[src/design/pirq_pkg.sv]
// constants, register map and field layout of the peripheral interrupt enable/flag block
//
// Contract
// - no peripheral interrupt request unless the peripheral group gate bit is set
// - interrupt request only while global allow is set; clearing it blocks everything
// - flags set on their events regardless of enable, gate and global allow bits
// - enable register bits 7..0: nvm, conversion, ccp, none, comparator, osc, t2, t1
// - flag register uses the same bit positions as the enable register, reset 0
// - bit 4 of enable and flag registers reads zero and ignores writes
// - flag bit 7 set when a nonvolatile write finishes, held until cleared
// - flag bit 6 set when an analog conversion completes
// - in capture mode flag bit 5 set on timer-one capture; unused in pwm
// - in compare mode flag bit 5 set on timer-one compare match
// - flag bit 3 set whenever the comparator output changes state
// - flag bit 2 set when the system oscillator fails over to internal oscillator
// - flag bit 1 set when timer-two count equals its period
// - flag bit 0 set when timer-one overflows
package pirq_pkg;

  // ----------------------------------------------------------------
  // register byte addresses
  // ----------------------------------------------------------------
  localparam logic [7:0] ADDR_ENABLE  = 8'h00;
  localparam logic [7:0] ADDR_FLAGS   = 8'h04;
  localparam logic [7:0] ADDR_CONTROL = 8'h08;
  localparam logic [7:0] ADDR_CLEAR   = 8'h0c;
  localparam logic [7:0] ADDR_PENDING = 8'h10;

  // ----------------------------------------------------------------
  // bit positions of enable and flag registers
  // ----------------------------------------------------------------
  localparam int BIT_NVM_WRITE_DONE   = 7;
  localparam int BIT_CONVERSION_DONE  = 6;
  localparam int BIT_CAPTURE_COMPARE  = 5;
  localparam int BIT_UNUSED           = 4;
  localparam int BIT_COMPARATOR       = 3;
  localparam int BIT_OSC_FAIL         = 2;
  localparam int BIT_PERIOD_MATCH     = 1;
  localparam int BIT_COUNTER_OVERFLOW = 0;

  // implemented bits: everything but bit 4
  localparam logic [7:0] IMPL_MASK    = 8'hef;

  // ----------------------------------------------------------------
  // control register fields
  // ----------------------------------------------------------------
  localparam int BIT_GLOBAL_IRQ_ALLOW      = 0;
  localparam int BIT_PERIPHERAL_GROUP_GATE = 1;
  localparam int POS_CCP_MODE              = 2;
  localparam logic [7:0] CONTROL_MASK      = 8'h0f;

  // capture/compare unit operating modes
  localparam logic [1:0] CCP_MODE_OFF      = 2'h0;
  localparam logic [1:0] CCP_MODE_CAPTURE  = 2'h1;
  localparam logic [1:0] CCP_MODE_COMPARE  = 2'h2;
  localparam logic [1:0] CCP_MODE_PWM      = 2'h3;

  // ----------------------------------------------------------------
  // reset values
  // ----------------------------------------------------------------
  localparam logic [7:0] RESET_ENABLE  = 8'h00;
  localparam logic [7:0] RESET_FLAGS   = 8'h00;
  localparam logic [7:0] RESET_CONTROL = 8'h00;

endpackage

[src/design/pirq_flag_if.sv]
// bundle between register front end, event detector and flag bank
`timescale 1ns/1ps
interface pirq_flag_if;
  logic [7:0] set_evt;
  logic       wr_en;
  logic [7:0] wr_data;
  logic       clr_en;
  logic [7:0] clr_data;
  logic [7:0] flags;

  modport detect (output set_evt);
  modport bank   (input set_evt, input wr_en, input wr_data, input clr_en, input clr_data,
                  output flags);
  modport ctrl   (output wr_en, output wr_data, output clr_en, output clr_data,
                  input flags);
endinterface

[src/design/pirq_event_detect.sv]
// turns peripheral conditions into flag set requests; comparator and oscillator are edge-detected, ccp_mode picks capture or compare, others pass through
`timescale 1ns/1ps
module pirq_event_detect (
  // clock and reset
  input  wire logic       pclk,
  input  wire logic       presetn,
  input  wire logic       ce,
  // mode of the capture/compare unit
  input  wire logic [1:0] ccp_mode,
  // peripheral conditions
  input  wire logic       nvm_write_done,
  input  wire logic       conversion_done,
  input  wire logic       capture_event,
  input  wire logic       compare_match,
  input  wire logic       comparator_out,
  input  wire logic       osc_fail,
  input  wire logic       period_match,
  input  wire logic       counter_overflow,
  // set requests
  pirq_flag_if.detect     evt
);

  logic cmp_prev;
  logic cmp_armed;
  logic osc_prev;
  logic ccp_hit;

  // ----------------------------------------------------------------
  // history of level inputs
  // ----------------------------------------------------------------
  // comparator history is armed only after the first sample, so a high
  // level at reset release is not mistaken for a change
  always_ff @(posedge pclk or negedge presetn) begin
    if (!presetn) begin
      cmp_prev  <= 1'b0;
      cmp_armed <= 1'b0;
      osc_prev  <= 1'b0;
    end else if (ce) begin
      cmp_prev  <= comparator_out;
      cmp_armed <= 1'b1;
      osc_prev  <= osc_fail;
    end
  end

  // ----------------------------------------------------------------
  // set vector
  // ----------------------------------------------------------------
  always_comb begin
    ccp_hit = 1'b0;
    unique case (ccp_mode)
      pirq_pkg::CCP_MODE_CAPTURE: ccp_hit = capture_event;
      pirq_pkg::CCP_MODE_COMPARE: ccp_hit = compare_match;
      pirq_pkg::CCP_MODE_OFF,
      pirq_pkg::CCP_MODE_PWM:     ccp_hit = 1'b0;
    endcase
  end

  always_comb begin
    evt.set_evt = 8'h00;
    evt.set_evt[pirq_pkg::BIT_NVM_WRITE_DONE]   = nvm_write_done;
    evt.set_evt[pirq_pkg::BIT_CONVERSION_DONE]  = conversion_done;
    evt.set_evt[pirq_pkg::BIT_CAPTURE_COMPARE]  = ccp_hit;
    evt.set_evt[pirq_pkg::BIT_COMPARATOR]       = cmp_armed &
                                                  (comparator_out ^ cmp_prev);
    evt.set_evt[pirq_pkg::BIT_OSC_FAIL]         = osc_fail & ~osc_prev;
    evt.set_evt[pirq_pkg::BIT_PERIOD_MATCH]     = period_match;
    evt.set_evt[pirq_pkg::BIT_COUNTER_OVERFLOW] = counter_overflow;
  end

endmodule

[src/design/pirq_flag_bank.sv]
// sticky peripheral interrupt flags with software write and clear
`timescale 1ns/1ps
module pirq_flag_bank (
  // clock and reset
  input  wire logic pclk,
  input  wire logic presetn,
  input  wire logic ce,
  // flag traffic
  pirq_flag_if.bank fb
);

  logic [7:0] flags;
  logic [7:0] next_flags;

  // ----------------------------------------------------------------
  // next value: software first, hardware set on top
  // ----------------------------------------------------------------
  always_comb begin
    next_flags = flags;
    if (fb.wr_en) begin
      next_flags = fb.wr_data;
    end else if (fb.clr_en) begin
      next_flags = flags & ~fb.clr_data;
    end
    // set applied last so no event is lost to a same-cycle clear
    next_flags = (next_flags | fb.set_evt) & pirq_pkg::IMPL_MASK;
  end

  always_ff @(posedge pclk or negedge presetn) begin
    if (!presetn) begin
      flags <= pirq_pkg::RESET_FLAGS;
    end else if (ce) begin
      flags <= next_flags;
    end
  end

  assign fb.flags = flags;

endmodule

[src/design/pirq_top.sv]
// peripheral interrupt enable/flag block with apb register access
//
// Local design decisions: the APB register port and the register addresses.
`timescale 1ns/1ps
module pirq_top (
  // clock, reset, clock enable
  input  wire logic        pclk,
  input  wire logic        presetn,
  input  wire logic        ce,
  // apb slave
  input  wire logic        psel,
  input  wire logic        penable,
  input  wire logic        pwrite,
  input  wire logic [7:0]  paddr,
  input  wire logic [31:0] pwdata,
  input  wire logic [3:0]  pstrb,
  output logic      [31:0] prdata,
  output logic             pready,
  output logic             pslverr,
  // peripheral conditions
  input  wire logic        nvm_write_done,
  input  wire logic        conversion_done,
  input  wire logic        capture_event,
  input  wire logic        compare_match,
  input  wire logic        comparator_out,
  input  wire logic        osc_fail,
  input  wire logic        period_match,
  input  wire logic        counter_overflow,
  // interrupt request
  output logic             irq
);

  // ----------------------------------------------------------------
  // declarations
  // ----------------------------------------------------------------
  logic [7:0]  enable;
  logic [7:0]  control;
  logic [7:0]  pending;
  logic        answer_ok;
  logic        unmapped_q;
  logic        access_done;
  logic        wr_fire;
  logic        low_lane;
  logic [31:0] read_mux;
  logic        read_unmapped;
  logic        global_irq_allow;
  logic        peripheral_group_gate;
  logic [1:0]  ccp_mode;

  pirq_flag_if fif ();

  // ----------------------------------------------------------------
  // address decode
  // ----------------------------------------------------------------
  function automatic logic is_mapped(input logic [7:0] addr);
    is_mapped = (addr == pirq_pkg::ADDR_ENABLE)  ||
                (addr == pirq_pkg::ADDR_FLAGS)   ||
                (addr == pirq_pkg::ADDR_CONTROL) ||
                (addr == pirq_pkg::ADDR_CLEAR)   ||
                (addr == pirq_pkg::ADDR_PENDING);
  endfunction

  function automatic logic wr_hit(input logic [7:0] addr, input logic [7:0] reg_addr,
                                  input logic fire);
    wr_hit = fire && (addr == reg_addr);
  endfunction

  // ----------------------------------------------------------------
  // apb handshake
  // ----------------------------------------------------------------
  // read data is latched in the setup cycle, so every access completes
  // in its first access cycle; a low clock enable simply stretches it
  assign pready      = answer_ok & ce;
  assign pslverr     = answer_ok & ce & unmapped_q;
  assign access_done = psel & penable & pready;
  assign wr_fire     = access_done & pwrite;
  assign low_lane    = pstrb[0];

  always_ff @(posedge pclk or negedge presetn) begin
    if (!presetn) begin
      answer_ok  <= 1'b0;
      unmapped_q <= 1'b0;
    end else if (ce) begin
      if (access_done) begin
        answer_ok  <= 1'b0;
        unmapped_q <= 1'b0;
      end else if (psel && !answer_ok) begin
        answer_ok  <= 1'b1;
        unmapped_q <= read_unmapped;
      end
    end
  end

  // ----------------------------------------------------------------
  // read path
  // ----------------------------------------------------------------
  always_comb begin
    read_mux      = 32'h0000_0000;
    read_unmapped = !is_mapped(paddr);
    unique case (paddr)
      pirq_pkg::ADDR_ENABLE:  read_mux[7:0] = enable & pirq_pkg::IMPL_MASK;
      pirq_pkg::ADDR_FLAGS:   read_mux[7:0] = fif.flags & pirq_pkg::IMPL_MASK;
      pirq_pkg::ADDR_CONTROL: read_mux[7:0] = control;
      pirq_pkg::ADDR_PENDING: read_mux[7:0] = pending;
      default:                read_mux      = 32'h0000_0000;
    endcase
  end

  always_ff @(posedge pclk or negedge presetn) begin
    if (!presetn) begin
      prdata <= 32'h0000_0000;
    end else if (ce && psel && !answer_ok) begin
      prdata <= read_mux;
    end
  end

  // ----------------------------------------------------------------
  // enable register
  // ----------------------------------------------------------------
  always_ff @(posedge pclk or negedge presetn) begin
    if (!presetn) begin
      enable <= pirq_pkg::RESET_ENABLE;
    end else if (ce && low_lane && wr_hit(paddr, pirq_pkg::ADDR_ENABLE, wr_fire)) begin
      enable <= pwdata[7:0] & pirq_pkg::IMPL_MASK;
    end
  end

  // ----------------------------------------------------------------
  // control register: global allow, group gate, capture/compare mode
  // ----------------------------------------------------------------
  always_ff @(posedge pclk or negedge presetn) begin
    if (!presetn) begin
      control <= pirq_pkg::RESET_CONTROL;
    end else if (ce && low_lane && wr_hit(paddr, pirq_pkg::ADDR_CONTROL, wr_fire)) begin
      control <= pwdata[7:0] & pirq_pkg::CONTROL_MASK;
    end
  end

  assign global_irq_allow      = control[pirq_pkg::BIT_GLOBAL_IRQ_ALLOW];
  assign peripheral_group_gate = control[pirq_pkg::BIT_PERIPHERAL_GROUP_GATE];
  assign ccp_mode              = control[pirq_pkg::POS_CCP_MODE +: 2];

  // ----------------------------------------------------------------
  // flag traffic toward the bank
  // ----------------------------------------------------------------
  // the flag register stays writable as a whole; the clear register
  // lets software drop single flags without a read-modify-write race
  assign fif.wr_en    = low_lane && wr_hit(paddr, pirq_pkg::ADDR_FLAGS, wr_fire);
  assign fif.wr_data  = pwdata[7:0] & pirq_pkg::IMPL_MASK;
  assign fif.clr_en   = low_lane && wr_hit(paddr, pirq_pkg::ADDR_CLEAR, wr_fire);
  assign fif.clr_data = pwdata[7:0];

  pirq_event_detect u_detect (
    .pclk             (pclk),
    .presetn          (presetn),
    .ce               (ce),
    .ccp_mode         (ccp_mode),
    .nvm_write_done   (nvm_write_done),
    .conversion_done  (conversion_done),
    .capture_event    (capture_event),
    .compare_match    (compare_match),
    .comparator_out   (comparator_out),
    .osc_fail         (osc_fail),
    .period_match     (period_match),
    .counter_overflow (counter_overflow),
    .evt              (fif.detect)
  );

  pirq_flag_bank u_bank (
    .pclk    (pclk),
    .presetn (presetn),
    .ce      (ce),
    .fb      (fif.bank)
  );

  // ----------------------------------------------------------------
  // interrupt request
  // ----------------------------------------------------------------
  // flags keep collecting while enables are off; stale ones fire as soon
  // as the enable is set, which is why software clears them first
  assign pending = enable & fif.flags & pirq_pkg::IMPL_MASK;

  always_ff @(posedge pclk or negedge presetn) begin
    if (!presetn) begin
      irq <= 1'b0;
    end else if (ce) begin
      irq <= global_irq_allow && peripheral_group_gate && (|pending);
    end
  end

endmodule
[config.mk]
export PLATFORM = sky130hd
export DESIGN_NAME = pirq_top
export DESIGN_NICKNAME = d
export VERILOG_FILES = /design/src/design/pirq_pkg.sv /design/src/design/pirq_flag_if.sv /design/src/design/pirq_event_detect.sv /design/src/design/pirq_flag_bank.sv /design/src/design/pirq_top.sv
export SDC_FILE = /design/constraint.sdc
export NUM_CORES = 1
export LEC_CHECK = 0
export BUFFER_PORTS_ARGS = -buffer_cell sky130_fd_sc_hd__buf_2
export CAP_MARGIN = 0
export CORE_ASPECT_RATIO = 0.7
export CORE_MARGIN = 2
export CORE_UTILIZATION = 40
export DETAILED_ROUTE_END_ITERATION = 10
export GPL_ROUTABILITY_DRIVEN = 0
export PLACE_DENSITY = 0.71
export SLEW_MARGIN = 10
export SYNTH_ARGS = -nofsm -noshare
export SYNTH_HDL_FRONTEND = slang
export SYNTH_SLANG_ARGS = --single-unit
[constraint.sdc]
create_clock -name pclk -period 1.7 [get_ports pclk]
set_input_delay 0.34 -clock pclk [delete_from_list [all_inputs] [get_ports pclk]]
set_output_delay 0.34 -clock pclk [all_outputs]
set_load 0.1 [all_outputs]
# Yosys cells after proc, flatten, opt, wreduce, memory -nomap -nowiden
# Cells that the tools add are included.
word_totals:
  reg_bits: 32
  output_inout_bits: 35
classes:
  n_eq_ne: 7
  n_mux: 8
  bitwise_logic: 13
  reduce_logical: 26
ops:
  columns: ["operator", "n"]
  rows:
  - ["8-bit case mux with 4 select lines", 1]
  - ["8-bit bitwise AND", 2]
  - ["8-bit by 4-bit == test with 1-bit output (second input constant)", 2]
  - ["8-bit two-way mux", 2]
  - ["1-bit logical AND", 14]
  - ["8-bit by 3-bit == test with 1-bit output (second input constant)", 1]
  - ["8-bit by 5-bit == test with 1-bit output (second input constant)", 1]
  - ["8-bit logical NOT", 1]
  - ["8-bit NOT", 1]
  - ["8-bit OR", 1]
  - ["1-bit bitwise AND", 7]
  - ["7-bit OR reduction", 1]
  - ["2-bit == test (second input constant)", 2]
  - ["1-bit logical OR", 4]
  - ["1-bit two-way mux", 4]
  - ["1-bit case mux with 3 select lines", 1]
  - ["2-bit by 1-bit == test with 1-bit output (second input constant)", 1]
  - ["1-bit logical NOT", 2]
  - ["2-bit logical NOT", 1]
  - ["2-bit AND reduction", 1]
  - ["2-bit nonzero test", 1]
  - ["2-bit OR reduction", 1]
  - ["1-bit NOT", 1]
  - ["1-bit bitwise XOR", 1]

# Depth between registers and ports, before layout
depth:
  word_depth: 8
  ltp_mapped: 6

# Hierarchy
# Synthesis repeated with hierarchy kept, for this count alone.
hier_totals:
  hier_cells: 195
  hier_area_um2: 1919.3
by_module_without_submodules:
  columns: ["mod", "instances", "cells_each", "area_each_um2"]
  rows:
  - ["pirq_top", 1, 136, 1375.1]
  - ["pirq_flag_bank", 1, 40, 346.6]
  - ["pirq_event_detect", 1, 19, 197.7]

# Least setup slack after synthesis
# No wires, ideal clock.
synth_timing:
  path_kind: "input-to-output"
  from: "input port ce"
  to: "output port pslverr"
  t_arrival_ns: 1.594
  required_time_ns: 1.360
  path_slack_ns: -0.234
  stages: 3
  n_path_buf: 2
  path_cell_list: "buf_2 -> clkbuf_1 -> and3_1"
synth_via:
  elab_chain_cells: 2
synth_rtl:
  columns: ["element", "line", "rtl"]
  rows:
  - ["start, declared", "pirq_top.sv:9", "input wire logic ce,"]
  - ["1-bit bitwise AND (2 in series)", "pirq_top.sv:74", "assign pslverr = answer_ok & ce & unmapped_q;"]
  - ["end, declared", "pirq_top.sv:19", "output logic pslverr,"]
# No other way between the ends.

# Worst setup path in the final report
layout_timing:
  from: "input port paddr[5]"
  to: "register control[2]"
layout_via:
  elab_chain_cells: 3
layout_rtl:
  columns: ["element", "line", "rtl"]
  rows:
  - ["start, declared", "pirq_top.sv:14", "input wire logic [7:0] paddr,"]
  - ["8-bit by 4-bit == test with 1-bit output", "pirq_top.sv:65", "wr_hit = fire && (addr == reg_addr);"]
  - ["1-bit logical AND", "pirq_top.sv:65", null]
  - ["1-bit logical AND", "pirq_top.sv:134", "end else if (ce && low_lane && wr_hit(paddr, pirq_pkg::ADDR_CONTROL, wr_fire)) begin"]
  - ["end signal, assigned", "pirq_top.sv:133", "control <= pirq_pkg::RESET_CONTROL;"]
  - ["end signal, assigned", "pirq_top.sv:135", "control <= pwdata[7:0] & pirq_pkg::CONTROL_MASK;"]
  - ["end, declared", "pirq_top.sv:37", "logic [7:0] control;"]
# No other way between the ends.
# A chain may end at the register's enable or synchronous reset.

==> metrics <==
switch share=0.3648; skew final=0.003065 ns; Die Area=5258 um^2; first-pass GRT wire length=6734 um; vias post-DR=1518; sequential area share after synthesis=0.4139; pin count of the biggest net entering global routing=32; number of global-route vias before repair=1341; status=complete, no violations; min Tclk post-route=1.586 ns; Main synth FF type=dfrtp_1; CP required=1.87 ns; Tcrit/Tclk final=0.9329; Psw=0.0007395 W; critical path's top delay family=simple AND/OR/NAND/NOR gates; Post-CTS Hold Buffers=0; f_max=630.5 MHz; CP startpoint kind=primary input; Vias/cell=5.111; Power Dens Cells=911.6 nW/um^2; share of cells above drive strength 1=0.3306; commonest non-fill, non-tap cells in the layout=buf_2 (37), dfrtp_1 (31), conb_1 (25); final hold vios=0; initial antenna violation count=0; crit path max fanout=4; Min-Delay Path Class=in2async; DRC=0; Int Power=0.001287 W; Root Buffer=clkbuf_8; CP peak stage delay=0.40 ns; final worst slack=0.1140 ns; CP cell instances=buf_2 > or3_4 > nor3_1 > nand4b_1 > buf_4 > mux2_2; row cnt=20; Worst path slowest cell=or3_4; Async SR Flop Fraction=1.000; final setup violation count=0; core area=4429 um^2; gr ovfl total=0; MaxCap Viol Count=0; Post-synth EDFFs=0; max-slew violation count=0; syn avg cell area=9.762 um^2; CTS clk-pin slew, worst paths=0.06 ns; Area Overhead vs Synth=18.62%; clk buf depth=2; H-tree levels=2; 1st-iter DRT viols=111; Die X=85.82 um; HPWL after DPL=3279 um; Buffers on Ports=39; Die H=61.27 um; Total Routing Usage GR=0.1732; worst slack, placed=-0.1659 ns; sequential share of power=0.413; Setup crit end kind=flop; CTS tree=yes; total CTS buffers=5; Mapped Cells=192; Top Ports=93; Initial Utilization=0.4232; TNS Setup=0 ns; Avg WL per Cell=14.36 um; Util after Layout=0.5020; combinational share of power=0.271; diode count=0; register bit total from synthesis=31; Arrival @ worst endpoint=1.75 ns; drt pass-1 iters=6; Fillers=425; clock sinks=31; Worst VDD drop=0.0004401 V; critical path type=in2reg; Clock power frac=0.315; RSZ-0062 raised after global routing=no; Fin Hold WS=0.06165 ns; Routed Antenna Nets=0; final WL=4266 um; Yosys Warn Count=0; most common cell after layout, fill and taps aside=buf_2; nets=299; Synth cell types=37; clk_lat worst skew=0.28 ns; worst path buffer plus inverter count=2; LEAKAGE=1.142 nW; post-synthesis cell area=1874 um^2
==> sequential cells by signal, indices dropped and copies added (netlist names) <==
name,flops
u_bank.fb.flags,7
u_detect.cmp_prev,1
u_detect.cmp_armed,1
enable,7
answer_ok,1
u_detect.osc_prev,1
irq,1
unmapped_q,1
prdata,7
control,4
==> per-stage QoR <==
step | instance area (um^2) | total power (W) | std cells
after floorplan | 1967 | 0.001304 | 216
after global placement | 2116 | 0.001389 | 288
after detailed placement | 2116 | 0.001401 | 288
after CTS | 2216 | 0.002040 | 296
after global routing | 2223 | 0.002118 | 297
final | 2223 | 0.002027 | 297
==> path summary, 6_finish.rpt <==
check                                            from                            end  slack (ns)  cells after the start
worst max-delay path                         paddr[5]         control[2]$_DFFE_PN0P_        0.11                      6
worst min-delay path                          presetn  u_detect.osc_prev$_DFFE_PN0P_        0.06                      2
worst max register to register  answer_ok$_DFFE_PN0P_         control[2]$_DFFE_PN0P_        0.16                      5
worst min register to register  prdata[6]$_DFFE_PN0P_          prdata[6]$_DFFE_PN0P_        0.47                      2
max in group asynchronous                     presetn         unmapped_q$_DFFE_PN0P_        1.35                      2
min in group pclk                            osc_fail  u_detect.osc_prev$_DFFE_PN0P_        0.30                      2
==> metal layers <==
metal  global-route usage  up-vias  part of all wire
met3              0.04155        9             0.060
met2               0.2433       55              0.42
li1                     -      740                 -
met1               0.2555      714              0.50
met4              0.07483        0             0.018
met5                    0        -                 0
==> power by group through the flow <==
stage / Clock, W / Combinational, W / Sequential [W]
global placement: 0 / 0.000543 / 0.000847
CTS: 0.000653 / 0.000551 / 0.000837
floorplan: 0 / 0.000462 / 0.000842
global route: 0.000691 / 0.000582 / 0.000845
detailed placement: 0 / 0.000550 / 0.000850
finish: 0.000639 / 0.000550 / 0.000838
==> cell type report <==
cell class                 instances  area, um^2  area share
multi-input combinational        150       959.7      0.4316
sequential                        31       775.7      0.3489
timing repair buffer              50       307.8      0.1384
clock buffer                       8       100.1     0.04502
tap                               55       68.82     0.03095
inverter                           3       11.26    0.005065
==> cell usage after synthesis (2+ instances only) <==
| cell | count | share of area |
|---|---|---|
| mux2_2 | 13 | 0.078 |
| mux2i_1 | 7 | 0.037 |
| o21ai_0 | 5 | 0.013 |
| dfrtp_1 | 31 | 0.41 |
| inv_1 | 3 | 0.0060 |
| nor3_1 | 21 | 0.056 |
| and3_2 | 4 | 0.016 |
| nand2_1 | 17 | 0.034 |
| o22ai_1 | 7 | 0.023 |
| a221o_1 | 4 | 0.021 |
| nand4_1 | 3 | 0.010 |
| xor2_1 | 7 | 0.033 |
| and3_1 | 3 | 0.010 |
| nor2_1 | 8 | 0.016 |
| buf_4 | 25 | 0.10 |
| and2_1 | 3 | 0.010 |
| buf_2 | 5 | 0.013 |
| nand3_1 | 5 | 0.013 |
| a21oi_1 | 2 | 0.0053 |
| clkbuf_1 | 2 | 0.0040 |
==> repair_timing <==
| action | 4_1_cts | 5_1_grt |
|---|---|---|
| buffers inserted | 0 | 1 |
| gates resized for setup | 0 | 0 |
| endpoints found under the setup margin | 0 | 4 |
==> logic make-up (layout without fill, tap and decap cells) <==
| logic type | Yosys count | count (layout) | synth area share |
|---|---|---|---|
| flip-flops | 31 | 31 | 0.4139 |
| AO/OA/AOI/OAI | 23 | 23 | 0.08478 |
| multiplexers | 20 | 20 | 0.1155 |
| other | 1 | 25 | 0.002001 |
| AND/OR/NAND/NOR | 75 | 75 | 0.2276 |
| XOR/XNOR | 7 | 7 | 0.03271 |
| buffers and inverters | 35 | 61 | 0.1235 |
Power figures use the tool's default switching activity.
